==> config.mk <==
export PLATFORM = sky130hd
export DESIGN_NAME = dlws_top
export DESIGN_NICKNAME = d
export VERILOG_FILES = /design/src/inc/dlws_pkg.sv /design/src/inc/dlws_mr_if.sv /design/src/core/dlws_mr_mem.sv /design/src/core/dlws_top.sv
export VERILOG_INCLUDE_DIRS = /design/src /design/src/inc
export SDC_FILE = /design/constraint.sdc
export NUM_CORES = 1
export LEC_CHECK = 0
export ABC_AREA = 1
export BUFFER_PORTS_ARGS = -buffer_cell sky130_fd_sc_hd__buf_2
export CORE_MARGIN = 2
export CORE_UTILIZATION = 54
export DETAILED_ROUTE_END_ITERATION = 10
export PLACE_DENSITY = 0.72
export SETUP_SLACK_MARGIN = 0.5
export SLEW_MARGIN = 20
export SYNTH_ARGS = -nofsm -noshare
export SYNTH_HDL_FRONTEND = slang
export SYNTH_SLANG_ARGS = --single-unit
==> constraint.sdc <==
create_clock -name clk_i -period 5.2 [get_ports clk_i]
set_input_delay 1.04 -clock clk_i [delete_from_list [all_inputs] [get_ports clk_i]]
set_output_delay 1.04 -clock clk_i [all_outputs]
set_load 0.02 [all_outputs]
==> src/inc/dlws_defines.svh <==
// Constants of the DLL switch and write-leveling sequencer.
// Assumes inclusion by bare name; plain definitions only.
`ifndef DLWS_DEFINES_SVH
`define DLWS_DEFINES_SVH
// Synchronised pin vector layout
`define DLWS_PIN_W 27
`define DLWS_P_CK 0
`define DLWS_P_CKE 1
`define DLWS_P_CS 2
`define DLWS_P_ACT 3
`define DLWS_P_OP 6:4
`define DLWS_P_BG0 7
`define DLWS_P_BA 10:9
`define DLWS_P_A 24:11
`define DLWS_P_DQS 26:25
// Opcodes on {we_n, cas_n, ras_n}
`define DLWS_OP_MRS 3'h0
`define DLWS_OP_WR 3'h1
`define DLWS_OP_ZQ 3'h3
`define DLWS_OP_REF 3'h4
`define DLWS_OP_RD 3'h5
// Mode register numbers and bits
`define DLWS_MR_AW 3
`define DLWS_MR_DW 14
`define DLWS_MR0 3'h0
`define DLWS_MR1 3'h1
`define DLWS_MR2 3'h2
`define DLWS_MR3 3'h3
`define DLWS_B_DLL 0
`define DLWS_B_PDA 4
`define DLWS_B_WL 7
`define DLWS_B_RST 8
// Register word indices (byte address = 4 x index)
`define DLWS_W_CTRL 6'h00
`define DLWS_W_TIM 6'h01
`define DLWS_W_STAT 6'h07
`define DLWS_W_MR 6'h08
`define DLWS_W_END 6'h10
`define DLWS_B_VIOL 8
// Timing slots, counts in CK cycles
`define DLWS_NTIM 6
`define DLWS_T_MOD 0
`define DLWS_T_MRD 1
`define DLWS_T_XSF 2
`define DLWS_T_XS 3
`define DLWS_T_XSA 4
`define DLWS_T_DLLK 5
`define DLWS_TMOD_RST 16'h0018
`define DLWS_TMRD_RST 16'h0008
`define DLWS_TXSF_RST 16'h0040
`define DLWS_TXS_RST 16'h0100
`define DLWS_TXSA_RST 16'h0080
`define DLWS_TDLLK_RST 16'h0400
`define DLWS_CNT_MAX 16'hffff
`define DLWS_LRN_DONE 2'h2
`endif

==> src/inc/dlws_pkg.sv <==
// Types and helpers of the DLL switch and write-leveling sequencer.
// Assumes dlws_defines.svh is on the include path.
`include "dlws_defines.svh"
package dlws_pkg;
    typedef enum logic [2:0] {
        S_IDLE = 3'h0,
        S_SREF = 3'h1,
        S_SRX  = 3'h2,
        S_WL   = 3'h3
    } dlws_state_t;

    typedef enum logic [2:0] {
        C_DES = 3'h0,
        C_MRS = 3'h1,
        C_REF = 3'h2,
        C_ZQ  = 3'h3,
        C_RD  = 3'h4,
        C_WR  = 3'h5,
        C_OTH = 3'h6
    } dlws_cmd_t;

    typedef struct packed {
        logic [`DLWS_PIN_W-1:0]             s1;
        logic [`DLWS_PIN_W-1:0]             s2;
        logic                               ck_q;
        logic                               cke_q;
        logic [1:0]                         dqs_q;
        dlws_state_t                        st;
        logic [15:0]                        ck_per;
        logic [15:0]                        ck_ref;
        logic [1:0]                         lrn;
        logic [15:0]                        xs_cnt;
        logic [15:0]                        mod_cnt;
        logic [15:0]                        mrd_cnt;
        logic [15:0]                        dllk_cnt;
        logic                               dll_en;
        logic                               dll_lock;
        logic                               pda;
        logic                               abort_en;
        logic                               need_ref;
        logic                               viol;
        logic [15:0]                        ref_cnt;
        logic [`DLWS_NTIM-1:0][15:0]        tim;
        logic                               pend;
        logic                               ack;
        logic [31:0]                        dat;
        logic [15:0]                        dq;
        logic [1:0]                         dq_oe_n;
        logic                               dqs_term;
    } dlws_st_t;

    typedef struct packed {
        logic [7:0][`DLWS_MR_DW-1:0]        m;
        logic [`DLWS_MR_DW-1:0]             rd;
    } dlws_mem_t;

    // Command decode from a synchronised pin vector
    function automatic dlws_cmd_t dlws_decode(input logic [`DLWS_PIN_W-1:0] p);
        dlws_cmd_t c;
        c = C_OTH;
        if (p[`DLWS_P_CS]) begin
            c = C_DES;
        end else if (p[`DLWS_P_ACT]) begin
            case (p[`DLWS_P_OP])
                `DLWS_OP_MRS: c = C_MRS;
                `DLWS_OP_REF: c = C_REF;
                `DLWS_OP_ZQ:  c = C_ZQ;
                `DLWS_OP_RD:  c = C_RD;
                `DLWS_OP_WR:  c = C_WR;
                default:      c = C_OTH;
            endcase
        end
        return c;
    endfunction

    // Saturating counter step
    function automatic logic [15:0] dlws_inc(input logic [15:0] v);
        return (v == `DLWS_CNT_MAX) ? v : v + 16'h1;
    endfunction

    // Byte-enable merge of a 16-bit register
    function automatic logic [15:0] dlws_merge(input logic [15:0] o, input logic [15:0] d,
                                               input logic [1:0] sel);
        return {sel[1] ? d[15:8] : o[15:8], sel[0] ? d[7:0] : o[7:0]};
    endfunction
endpackage

==> src/inc/dlws_mr_if.sv <==
// Mode register shadow port between sequencer and its store.
// Assumes one writer (sequencer) and one reader port.
`timescale 1ns/1ps
`include "dlws_defines.svh"
interface dlws_mr_if;
    logic                   we;
    logic [`DLWS_MR_AW-1:0] waddr;
    logic [`DLWS_MR_DW-1:0] wdata;
    logic [`DLWS_MR_AW-1:0] raddr;
    logic [`DLWS_MR_DW-1:0] rdata;
    modport ctrl (output we, waddr, wdata, raddr, input rdata);
    modport mem  (input we, waddr, wdata, raddr, output rdata);
endinterface

==> src/core/dlws_mr_mem.sv <==
// Mode register shadow store, eight words, registered read.
// Assumes writes and reads on clk_i; read data one cycle late.
`timescale 1ns/1ps
`include "dlws_defines.svh"
module dlws_mr_mem
    import dlws_pkg::*;
(
    input  wire logic clk_i,
    input  wire logic rst_i,
    dlws_mr_if.mem    mr
);
    dlws_mem_t s, next_s;

    // Write port and registered read port
    always_comb begin
        next_s = s;
        if (mr.we) begin
            next_s.m[mr.waddr] = mr.wdata;
        end
        next_s.rd = s.m[mr.raddr];
    end

    always_ff @(posedge clk_i) begin
        if (rst_i) begin
            s <= '0;
        end else begin
            s <= next_s;
        end
    end

    assign mr.rdata = s.rd;
endmodule

==> src/core/dlws_top.sv <==
// DDR4 device-side DLL on/off, self refresh exit and write-leveling sequencer.
// Assumes CK and command pins are asynchronous; registers over classic Wishbone.
// Notes on behaviour
// Host idles device before DLL-off write
// MR1 A0 write switches DLL; tMOD before SR
// Clock may change after tCKSRE in SR
// Clock stays stable outside self refresh
// Host holds CKE high through tMOD
// Host waits tXS before normal commands
// After tXS_FAST only ZQ, limited MRS
// Abort skips refresh count, uses tXS_ABORT
// One refresh needed before next SR
// Device takes commands after tMOD
// Host DLL-on sequence through self refresh
// Host holds CKE high until tDLLK
// DLL enable write, tMRD, then reset
// DLL reset by explicit MR bit 8
// Host waits tDLLK before DLL commands
// Honour programmable DLL lock time
// Host keeps frequency within grade range
// Strobe rise samples CK onto DQ
// Host steps strobe delay until 0-to-1
// Each byte lane reports its own strobe
// Device terminates strobes while leveling
// Host sends deselect during exit period
// MR1 A7 enters and leaves leveling
// DLL polarity and reset bit parameters
// Early commands after exit flagged
//
// Decided for this implementation: the Wishbone slave port and the register offsets.
`timescale 1ns/1ps
`include "dlws_defines.svh"
module dlws_top
    import dlws_pkg::*;
#(
    parameter logic        DLL_OFF_VAL = 1'h1,
    parameter logic [2:0]  DLL_RST_MR  = `DLWS_MR0,
    parameter logic [15:0] CK_TOL      = 16'h0001
) (
    input  wire logic        clk_i,
    input  wire logic        rst_i,
    input  wire logic        wb_cyc_i,
    input  wire logic        wb_stb_i,
    input  wire logic        wb_we_i,
    input  wire logic [7:0]  wb_adr_i,
    input  wire logic [3:0]  wb_sel_i,
    input  wire logic [31:0] wb_dat_i,
    output logic      [31:0] wb_dat_o,
    output logic             wb_ack_o,
    input  wire logic        ck_i,
    input  wire logic        cke_i,
    input  wire logic        cs_n_i,
    input  wire logic        act_n_i,
    input  wire logic        ras_n_i,
    input  wire logic        cas_n_i,
    input  wire logic        we_n_i,
    input  wire logic [1:0]  bg_i,
    input  wire logic [1:0]  ba_i,
    input  wire logic [13:0] addr_i,
    input  wire logic [1:0]  dqs_i,
    output logic      [15:0] dq_o,
    output logic      [1:0]  dq_oe_n_o,
    output logic             dqs_term_o,
    output logic             dll_lock_o
);
    logic [`DLWS_PIN_W-1:0] pins;
    dlws_st_t               s, next_s;
    dlws_cmd_t              cmd;
    logic                   ck_s, cke_s, ck_rise, take, sre, srx;
    logic                   mod_ok, mrd_ok, fast_mr, bus_go;
    logic [1:0]             dqs_rise;
    logic [2:0]             mrn;
    logic [13:0]            a;
    logic [15:0]            xs_lim, ck_dev;
    logic [5:0]             wa, tw;
    logic [2:0]             tix;
    logic                   is_tim, is_mr;
    dlws_mr_if              mr_bus ();

    dlws_mr_mem u_mem (
        .clk_i (clk_i),
        .rst_i (rst_i),
        .mr    (mr_bus)
    );

    // All pins pass the two-stage synchroniser in s1/s2
    assign pins = {dqs_i, addr_i, ba_i, bg_i, we_n_i, cas_n_i, ras_n_i, act_n_i, cs_n_i, cke_i, ck_i};

    // Decode of the synchronised pin state
    assign ck_s     = s.s2[`DLWS_P_CK];
    assign cke_s    = s.s2[`DLWS_P_CKE];
    assign ck_rise  = ck_s & ~s.ck_q;
    assign dqs_rise = s.s2[`DLWS_P_DQS] & ~s.dqs_q;
    assign cmd      = dlws_decode(s.s2);
    assign mrn      = {s.s2[`DLWS_P_BG0], s.s2[`DLWS_P_BA]};
    assign a        = s.s2[`DLWS_P_A];
    assign take     = ck_rise & cke_s & (s.st != S_SREF) & (cmd != C_DES);
    assign sre      = ck_rise & s.cke_q & ~cke_s & (cmd == C_REF) & (s.st == S_IDLE);
    assign srx      = ck_rise & ~s.cke_q & cke_s & (s.st == S_SREF);
    assign mod_ok   = s.mod_cnt >= s.tim[`DLWS_T_MOD];
    assign mrd_ok   = s.mrd_cnt >= s.tim[`DLWS_T_MRD];
    assign xs_lim   = s.abort_en ? s.tim[`DLWS_T_XSA] : s.tim[`DLWS_T_XS];
    assign ck_dev   = (s.ck_per > s.ck_ref) ? s.ck_per - s.ck_ref : s.ck_ref - s.ck_per;
    // Writes allowed early: CL/WR in MR0, CWL in MR2, geardown in MR3
    assign fast_mr  = (mrn == `DLWS_MR0 || mrn == `DLWS_MR2 || mrn == `DLWS_MR3) & ~s.pda;

    // Bus address decode, one word per register
    assign wa     = wb_adr_i[7:2];
    assign tw     = wa - `DLWS_W_TIM;
    assign tix    = tw[2:0];
    assign is_tim = (wa >= `DLWS_W_TIM) && (wa < `DLWS_W_STAT);
    assign is_mr  = (wa >= `DLWS_W_MR) && (wa < `DLWS_W_END);
    assign bus_go = wb_cyc_i & wb_stb_i & ~s.ack & s.pend;

    // Mode register shadow writes come straight from decoded MRS
    assign mr_bus.we    = take & (cmd == C_MRS);
    assign mr_bus.waddr = mrn;
    assign mr_bus.wdata = a;
    assign mr_bus.raddr = wa[2:0];

    // Next-state logic of the whole block
    always_comb begin
        next_s       = s;
        next_s.s1    = pins;
        next_s.s2    = s.s1;
        next_s.ck_q  = ck_s;
        next_s.dqs_q = s.s2[`DLWS_P_DQS];
        next_s.ck_per = dlws_inc(s.ck_per);
        next_s.dll_lock = s.dll_en & (s.dllk_cnt >= s.tim[`DLWS_T_DLLK]);
        next_s.dq_oe_n  = (s.st == S_WL) ? 2'h0 : 2'h3;
        next_s.dqs_term = (s.st == S_WL);

        // Bus first, so that a hardware flag set below wins over a clear
        next_s.ack = 1'h0;
        next_s.pend = wb_cyc_i & wb_stb_i & ~s.ack & ~s.pend;
        if (bus_go) begin
            next_s.ack = 1'h1;
            next_s.dat = 32'h0;
            if (wa == `DLWS_W_CTRL) begin
                next_s.dat = {31'h0, s.abort_en};
            end else if (is_tim) begin
                next_s.dat = {16'h0, s.tim[tix]};
            end else if (wa == `DLWS_W_STAT) begin
                next_s.dat = {s.ref_cnt, 7'h0, s.viol, s.pda, s.need_ref, 1'h0,
                              s.dll_lock, s.dll_en, s.st};
            end else if (is_mr) begin
                next_s.dat = {18'h0, mr_bus.rdata};
            end
            if (wb_we_i) begin
                if (wa == `DLWS_W_CTRL && wb_sel_i[0]) begin
                    next_s.abort_en = wb_dat_i[0];
                end else if (is_tim) begin
                    next_s.tim[tix] = dlws_merge(s.tim[tix], wb_dat_i[15:0], wb_sel_i[1:0]);
                end else if (wa == `DLWS_W_STAT && wb_sel_i[1] && wb_dat_i[`DLWS_B_VIOL]) begin
                    next_s.viol = 1'h0;
                end
            end
        end

        // CK edge bookkeeping: counters in CK cycles, period watch
        if (ck_rise) begin
            next_s.cke_q    = cke_s;
            next_s.ck_per   = 16'h1;
            next_s.xs_cnt   = dlws_inc(s.xs_cnt);
            next_s.mod_cnt  = dlws_inc(s.mod_cnt);
            next_s.mrd_cnt  = dlws_inc(s.mrd_cnt);
            next_s.dllk_cnt = dlws_inc(s.dllk_cnt);
            if (s.st == S_SREF) begin
                next_s.lrn = 2'h0; // clock is free to change here
            end else if (s.lrn != `DLWS_LRN_DONE) begin
                next_s.lrn    = s.lrn + 2'h1;
                next_s.ck_ref = s.ck_per;
            end else if (ck_dev > CK_TOL) begin
                next_s.viol = 1'h1; // period moved outside self refresh
            end
        end

        // Self refresh entry, exit wait and return to idle
        unique case (s.st)
            S_IDLE: begin
                if (sre) begin
                    next_s.st = S_SREF;
                    if (s.need_ref || !mod_ok) begin
                        next_s.viol = 1'h1; // see R02
                    end
                end else if (take && cmd == C_REF) begin
                    next_s.ref_cnt  = s.ref_cnt + 16'h1;
                    next_s.need_ref = 1'h0;
                end
            end
            S_SREF: begin
                if (srx) begin
                    next_s.st       = S_SRX;
                    next_s.xs_cnt   = 16'h0;
                    next_s.need_ref = 1'h1;
                    // Abort drops the refresh in flight uncounted
                    if (!s.abort_en) begin
                        next_s.ref_cnt = s.ref_cnt + 16'h1;
                    end
                end
            end
            S_SRX: begin
                if (s.xs_cnt >= xs_lim) begin
                    next_s.st = S_IDLE;
                end
            end
            S_WL: begin
                next_s.st = S_WL;
            end
            default: begin
                next_s.st = S_IDLE;
            end
        endcase

        // Command legality per state
        if (take) begin
            if (s.st == S_SRX) begin
                if (s.xs_cnt < s.tim[`DLWS_T_XSF] || !(cmd == C_ZQ || (cmd == C_MRS && fast_mr))) begin
                    next_s.viol = 1'h1; // see R07
                end
            end else if (s.st == S_WL) begin
                if (cmd != C_MRS) begin
                    next_s.viol = 1'h1;
                end
            end else begin
                if (cmd != C_MRS && !mod_ok) begin
                    next_s.viol = 1'h1;
                end
                if (cmd == C_MRS && !mrd_ok) begin
                    next_s.viol = 1'h1;
                end
                if ((cmd == C_RD || cmd == C_WR) && s.dll_en && !s.dll_lock) begin
                    next_s.viol = 1'h1;
                end
            end
        end

        // Effects of a mode register write
        if (take && cmd == C_MRS) begin
            next_s.mod_cnt = 16'h0;
            next_s.mrd_cnt = 16'h0;
            if (mrn == `DLWS_MR1) begin
                next_s.dll_en = (a[`DLWS_B_DLL] != DLL_OFF_VAL); // see R02
                if (a[`DLWS_B_WL] && s.st == S_IDLE) begin
                    next_s.st = S_WL;
                end else if (!a[`DLWS_B_WL] && s.st == S_WL) begin
                    next_s.st = S_IDLE;
                end
            end
            // Reset bit location chosen at build time
            if (mrn == DLL_RST_MR && a[`DLWS_B_RST]) begin
                next_s.dllk_cnt = 16'h0; // see R14
            end
            if (mrn == `DLWS_MR3) begin
                next_s.pda = a[`DLWS_B_PDA];
            end
        end

        // Leveling feedback: each lane samples CK on its own strobe
        for (int l = 0; l < 2; l++) begin
            if (s.st == S_WL && dqs_rise[l]) begin
                next_s.dq[l*8 +: 8] = {8{ck_s}}; // see R18
            end
        end
    end

    // State register; DLL starts enabled, locked one cycle after reset
    always_ff @(posedge clk_i) begin
        if (rst_i) begin
            s <= '0;
            s.tim[`DLWS_T_MOD]  <= `DLWS_TMOD_RST;
            s.tim[`DLWS_T_MRD]  <= `DLWS_TMRD_RST;
            s.tim[`DLWS_T_XSF]  <= `DLWS_TXSF_RST;
            s.tim[`DLWS_T_XS]   <= `DLWS_TXS_RST;
            s.tim[`DLWS_T_XSA]  <= `DLWS_TXSA_RST;
            s.tim[`DLWS_T_DLLK] <= `DLWS_TDLLK_RST;
            s.mod_cnt  <= `DLWS_CNT_MAX;
            s.mrd_cnt  <= `DLWS_CNT_MAX;
            s.dllk_cnt <= `DLWS_CNT_MAX;
            s.dll_en   <= 1'h1;
            s.cke_q    <= 1'h1;
            s.dq_oe_n  <= 2'h3;
        end else begin
            s <= next_s;
        end
    end

    // Outputs straight from the state register
    assign wb_dat_o   = s.dat;
    assign wb_ack_o   = s.ack;
    assign dq_o       = s.dq;
    assign dq_oe_n_o  = s.dq_oe_n;
    assign dqs_term_o = s.dqs_term;
    assign dll_lock_o = s.dll_lock;
endmodule

==> results of run 1 <==
-- stage by stage --
| stage | power, mW | hold slack, ps | instances | cell area (µm²) |
|---|---|---|---|---|
| after global placement | 4.97 | 390 | 3687 | 23200 |
| after global routing | 9.06 | 417 | 3777 | 24900 |
| after detailed placement | 5.02 | 393 | 3687 | 23200 |
| after floorplan | 4.69 | 388 | 3200 | 22700 |
| final | 8.68 | 399 | 3777 | 24900 |
| after CTS | 8.69 | 402 | 3776 | 24900 |
-- cells in the mapped netlist (26+ instances only) --
master / n / area share
a21oi_1: 410 / 0.090
a31oi_1: 31 / 0.0085
buf_2: 29 / 0.0064
buf_4: 56 / 0.018
clkbuf_1: 78 / 0.013
dfxtp_1: 439 / 0.39
ha_1: 119 / 0.065
inv_1: 468 / 0.077
nand2_1: 535 / 0.088
nand3_1: 120 / 0.026
nand4_1: 35 / 0.0096
nor2_1: 219 / 0.036
nor3_1: 48 / 0.011
o21ai_0: 361 / 0.079
xor2_1: 26 / 0.010
-- cells by family (layout without fill, tap and decap cells) --
| family | Yosys count | in the layout | share of synthesized area |
|---|---|---|---|
| AOI/OAI and AO/OA | 909 | 909 | 0.213 |
| xor gates and xnor gates | 41 | 41 | 0.0158 |
| adders and majority gates | 121 | 121 | 0.0673 |
| buffers and inverters | 671 | 708 | 0.124 |
| DFF | 439 | 439 | 0.387 |
| muxes | 6 | 6 | 0.00264 |
| other | 1 | 2 | 0.000165 |
| and+or+nand+nor | 1012 | 1012 | 0.191 |
-- critical path: cells and delay by family --
kind                   cells  cell delay [ps]
buffers and inverters      3              850
AND/OR/NAND/NOR            5              520
AO/OA/AOI/OAI              4             1360
-- flip-flops by register name, indices dropped and copies added (netlist names) --
register        count
dll_lock_o          1
ck_s                1
dqs_term_o          1
dq_o                2
cke_s               1
a                  14
wb_dat_o           32
mr_bus.waddr        3
wb_ack_o            1
u_mem.s           112
dq_oe_n_o           1
next_s             28
s                 228
u_mem.mr.rdata     14
-- power groups by stage --
stage | registers, mW | logic, mW | clock network (mW)
after floorplan | 3.64 | 1.05 | 0
final | 3.61 | 1.38 | 3.68
after global routing | 3.62 | 1.57 | 3.87
after global placement | 3.67 | 1.29 | 0
after detailed placement | 3.68 | 1.35 | 0
after CTS | 3.60 | 1.36 | 3.73
-- how the worst max path moves through the flow --
stage | to | slack, ps | cells after the start
2_1_floorplan | s[103]$_SDFFE_PP0P_ | 1820 | 17
3_3_place_gp | s[82]$_SDFFE_PP0P_ | 1460 | 12
3_5_place_dp | s[114]$_SDFFE_PP0P_ | 1390 | 12
4_1_cts | s[66]$_SDFFE_PP0P_ | 2000 | 12
5_1_grt | s[66]$_SDFFE_PP0P_ | 1780 | 12
6_report | s[82]$_SDFFE_PP0P_ | 1830 | 12
-- layout make-up --
cell class	count	area [µm²]	share of cell area
Antenna cell	1	2.50	0.000101
Clock inverter	28	403	0.0162
Tap cell	539	674	0.0271
Multi-Input combinational cell	2090	11100	0.448
Timing Repair Buffer	131	718	0.0289
Inverter	488	1840	0.0742
Sequential cell	439	8790	0.353
Clock buffer	61	1310	0.0527
-- per-layer routing --
layer	vias to the layer above	track usage	wire [µm]
li1	10500	-	-
met1	9691	0.378	27700
met2	772	0.454	28200
met3	132	0.0460	4600
met4	2	0.127	2340
met5	-	0	13
==> results.yml, run 1 <==
cells_and_area:
  drive_above_1_share: 0.0831
  area_growth_pct: 9.41
  final_nets: 3395
  layout_commonest_cell: "nand2_1"
  final_util: 0.596
  final_cell_mix: "535 x nand2_1, 468 x inv_1, 439 x dfxtp_1, 410 x a21oi_1, 361 x o21ai_0"
  n_fill_cell: 3812
setup_path:
  crit_start: "wb_adr_i[4]"
  critPathKind: "in -> reg"
  path_max_fanout: 17
  r2r_start: "s[167]$_SDFFE_PP0P_"
  r2r_slack_ps: 2070
  worstPathArrival_ps: 3800
  crit_slowest_cell: "a211oi_1"
  r2r-end: "s[270]$_SDFF_PP0_"
  crit_path_end_kind: "register"
  slowest_delay_ps: 690
  required_ps: 5620
  path_cells: "buf_2 -> inv_4 -> nand2_2 -> nand2_2 -> nand2_1 -> nor2_2 -> inv_2 -> o22ai_1 -> a211oi_1 -> nand2_1 -> o21ai_0 -> a21oi_1"
  rr_worst_depth: 11
  crit_path_start_kind: "input port"
timing:
  rsz0062_at_grt: "no"
  relSlewSlack: 0.249
  fin_crit_ps: 3370
  skew_ps: 18.2
  worst_slack_ps: 1830
  final_max_slew_viol_count: 0
  worst_slew_pin_slew_ps: 1130
  setup_tns_ps: 0
  finalSetupViolCount: 0
  hold_viol: 0
  fmax_ghz: 0.296
  fin_crit_sh: 0.649
global_routing:
  grt_first_pass_wirelength_mm: 101
  antenna_found_initial: 2
  grt_max_degree: 160
  grt.total_usage: 0.284
  overflow: 0
  first_global_vias: 19700
clock_network:
  tritoncts: "done"
  clock_tree.buffer_depth: 3
  cts_resized: 0
  worstSkewPairLatency_ps: 610
  cts_setup_buffers: 0
  h-tree-depth: 2
  cts.sinks: 439
  numCtsBuffers: 48
  holdBufCountCts: 0
  clk_pin_slew_ps: 60
  cts.root.buffer_cell: "clkbuf_16"
pwr:
  combPwrFrac: 0.159
  irDropWorstVdd_v: 0.000260
  pwr-share-clk: 0.425
  powerDensity_nw_per_um2: 349
  power_switching_mw: 2.51
  p_sw_frac: 0.290
  leakage_nw: 10.9
  p_int_mw: 6.16
  power_frac_seq: 0.416
logic_synthesis:
  synth_seq_area_share: 0.387
  yosysWarnings: 0
  synth_seq_cells: 439
  synth.avg_cell_area_um2: 7.10
  syn_inst: 3200
  synth_flop_cell: "dfxtp_1"
  synth_area_um2: 22700
  ys_types: 65
  synth_edf_count: 0
  synth_nets: 3397
  synth_async_sr_flop_share: 0
route:
  wl_per_cell_um: 16.6
  firstDrtPassIters: 6
  routed_wl_mm: 62.9
  ant_nets: 0
  drc_errors: 0
  drt_iter0_drc: 1966
  viasPerCell: 5.58
  vias: 21100
floorplanning:
  die_h_um: 209
  coreArea_um2: 41800
  start_util: 0.544
  io_pins: 129
  row_count: 75
  die_w_um: 209
  die_area_um2: 43800
placed_design:
  io_buffer_count: 107
  hpwl_mm: 44.4
  dp_slack_ps: 1390
  place.gp.congestion: 0.953
worst_hold_path:
  hold_depth: 2
  holdPathEnd: "s[279]$_SDFF_PP0_"
  hold_path.class: "reg -> reg"
  worstHoldStart: "next_s[279]$_SDFF_PP0_"
status:
  status: "completed"
flow_run:
  drv_cap: 0
(Power assumes the default switching activity.)
==> inputs of run 2 (changes only) <==
--- a/config.mk
+++ b/config.mk
@@ -11,7 +11,7 @@
 export CORE_MARGIN = 2
 export CORE_UTILIZATION = 54
 export DETAILED_ROUTE_END_ITERATION = 10
-export PLACE_DENSITY = 0.72
+export PLACE_DENSITY = 0.75
 export SETUP_SLACK_MARGIN = 0.5
 export SLEW_MARGIN = 20
 export SYNTH_ARGS = -nofsm -noshare
==> constraint.sdc (replaced) <==
create_clock -name clk_i -period 3.05 [get_ports clk_i]
set_input_delay 0.61 -clock clk_i [delete_from_list [all_inputs] [get_ports clk_i]]
set_output_delay 0.61 -clock clk_i [all_outputs]
set_load 0.02 [all_outputs]
==> run 2 against run 1 <==
Against the previous run: worst setup slack got worse by 1300 ps; utilization increased by 1.4 points; first-iteration DRC count fell by 2.0%; clock skew rose by 5.6 ps; largest cell class unchanged.
==> results.yml, run 2 (synthesized netlist as in run 1, its figures left out) <==
cells_and_area:
  multi_input_area_um2: 11400
  largest_reg_flops: 228
  final_cell_area_um2: 25400
  seqCellArea_um2: 8800
  layout_commonest_cell: "nand2_1"
  final_nets: 3428
  final_cell_mix: "521 x nand2_1, 462 x inv_1, 434 x dfxtp_1, 402 x a21oi_1, 350 x o21ai_0"
  drive_above_1_share: 0.113
  n_fill_cell: 3729
  regMostFlops: "s"
  area_growth_pct: 11.9
global_routing:
  grt_busiest_layer: "met2"
  met3_usage: 0.0493
  overflow: 0
  gr-usage-met2: 0.452
  grtUsageMet1: 0.381
  grt.total_usage: 0.283
  antenna_found_initial: 2
  grt_max_degree: 105
  grt_first_pass_wirelength_mm: 101
  first_global_vias: 19700
floorplanning:
  die_h_um: 209
  coreArea_um2: 41800
  row_count: 75
  start_util: 0.544
  io_pins: 129
  die_area_um2: 43800
  die_w_um: 209
setup_path:
  cpMostUsedCell: "nor2_1"
  required_ps: 3530
  path_cells: "nor2_1 -> inv_1 -> nor2_1 -> inv_1 -> o21ai_0 -> nand2_2 -> nor2_1 -> nand2_1 -> nor2_1 -> nand2_1 -> nand2_1 -> nor2_1"
  slowest_delay_ps: 420
  crit_slowest_cell: "nor2_1"
  crit_path_end_kind: "register"
  path_max_fanout: 13
  critPathKind: "reg -> reg"
  crit_path_start_kind: "register"
  worstPathArrival_ps: 2970
clock_network:
  cts.root.buffer_cell: "clkbuf_16"
  clock_tree.buffer_depth: 3
  tritoncts: "done"
  worstSkewPairLatency_ps: 600
  cts.sinks: 439
  clk_pin_slew_ps: 60
  numCtsBuffers: 47
  h-tree-depth: 2
timing:
  fin_crit_sh: 0.817
  skew_ps: 23.8
  relSlewSlack: 0.255
  finalSetupViolCount: 0
  fmax_ghz: 0.402
  worst_slew_pin_slew_ps: 1120
  rsz0062_at_grt: "yes"
  final_max_slew_viol_count: 0
  hold_viol: 0
  fin_crit_ps: 2490
route:
  routed_wl_mm: 63.2
  vias: 21300
  firstDrtPassIters: 6
  viasPerCell: 5.60
  drt_iter0_drc: 1926
  wl_per_cell_um: 16.6
  drc_errors: 0
  ant_nets: 0
pwr:
  p_int_mw: 10.5
  p_sw_frac: 0.289
  power_frac_seq: 0.419
  powerDensity_nw_per_um2: 578
  irDropWorstVdd_v: 0.000480
  pwr-share-clk: 0.415
  combPwrFrac: 0.166
  totalPowerFinal_mw: 14.7
  leakage_nw: 11.1
  power_switching_mw: 4.24
status:
  status: "completed"
placed_design:
  place_area_um2: 23500
  io_buffer_count: 107
  place.gp.congestion: 0.920
  hpwl_mm: 44.9
flow_run:
  drv_cap: 0
worst_hold_path:
  hold_path.class: "in -> reg"
==> run 2: changes by cell type in the layout (fill, tap and decap cells not counted), moves of 8 or more <==
cell	delta
nand2_2	+10
buf_4	+28
ha_1	-11
nand2_1	-14
o21ai_0	-11
o21ai_2	+9
a21oi_1	-8
a21oi_2	+8
==> run 2: critical path: cells and delay by family (launching register included) <==
| family | cells | cell delay [ps] |
|---|---|---|
| flip-flops | 1 | 410 |
| AO/OA/AOI/OAI | 1 | 270 |
| AND/OR/NAND/NOR | 9 | 1450 |
| buffers and inverters | 2 | 230 |
==> run 2: area by class of cell <==
cell class	instances	share of cell area
clock inverters	21	0.0129
clock buffers	64	0.0519
inverters	488	0.0727
flip-flops and latches	439	0.346
diodes	1	0.0000984
multi-input cells	2090	0.449
repair buffers	165	0.0414
well taps	539	0.0265
==> run 2: repair_timing <==
item | CTS | global route
buffers inserted | 2 | 2
cloned | 0 | 1
hold buffers | 0 | 0
endpoints found under the setup margin | 3 | 105
pin swaps | 5 | 9
resized for setup | 14 | 70
==> run 2: worst paths after layout <==
check | cells after the start | slack, ps | endpoint | startpoint
hold / removal | 3 | 220 | next_s[295]$_SDFF_PP0_ | addr_i[8]
hold reg to reg | 2 | 400 | s[278]$_SDFF_PP0_ | next_s[278]$_SDFF_PP0_
setup reg to reg | 12 | 560 | s[162]$_SDFFE_PP0P_ | s[270]$_SDFF_PP0_
setup / recovery | 12 | 560 | s[162]$_SDFFE_PP0P_ | s[270]$_SDFF_PP0_
==> run 2: routing by layer <==
metal  vias to the layer above  wire (µm)
met5                         -         13
met4                         2       2350
met3                       153       4580
met2                       796      28400
met1                      9848      27900
li1                      10500          -
==> run 2: per-stage QoR <==
stage	setup TNS, ps	cells	hold WS [ps]	util	setup slack, ps
6_report	0	3807	216	0.609	559
5_1_grt	0	3807	198	0.609	330
4_1_cts	0	3803	184	0.603	502
3_5_place_dp	-384	3716	392	0.562	-52.6
3_3_place_gp	-152	3716	390	0.562	-53.4
2_1_floorplan	0	3200	388	-	505
==> run 2: power by group through the flow <==
stage / registers [mW] / clock network (mW) / logic (mW)
floorplan: 6.20 / 0 / 1.80
global placement: 6.26 / 0 / 2.25
detailed placement: 6.27 / 0 / 2.33
CTS: 6.15 / 6.16 / 2.36
global route: 6.17 / 6.37 / 2.78
finish: 6.15 / 6.09 / 2.44
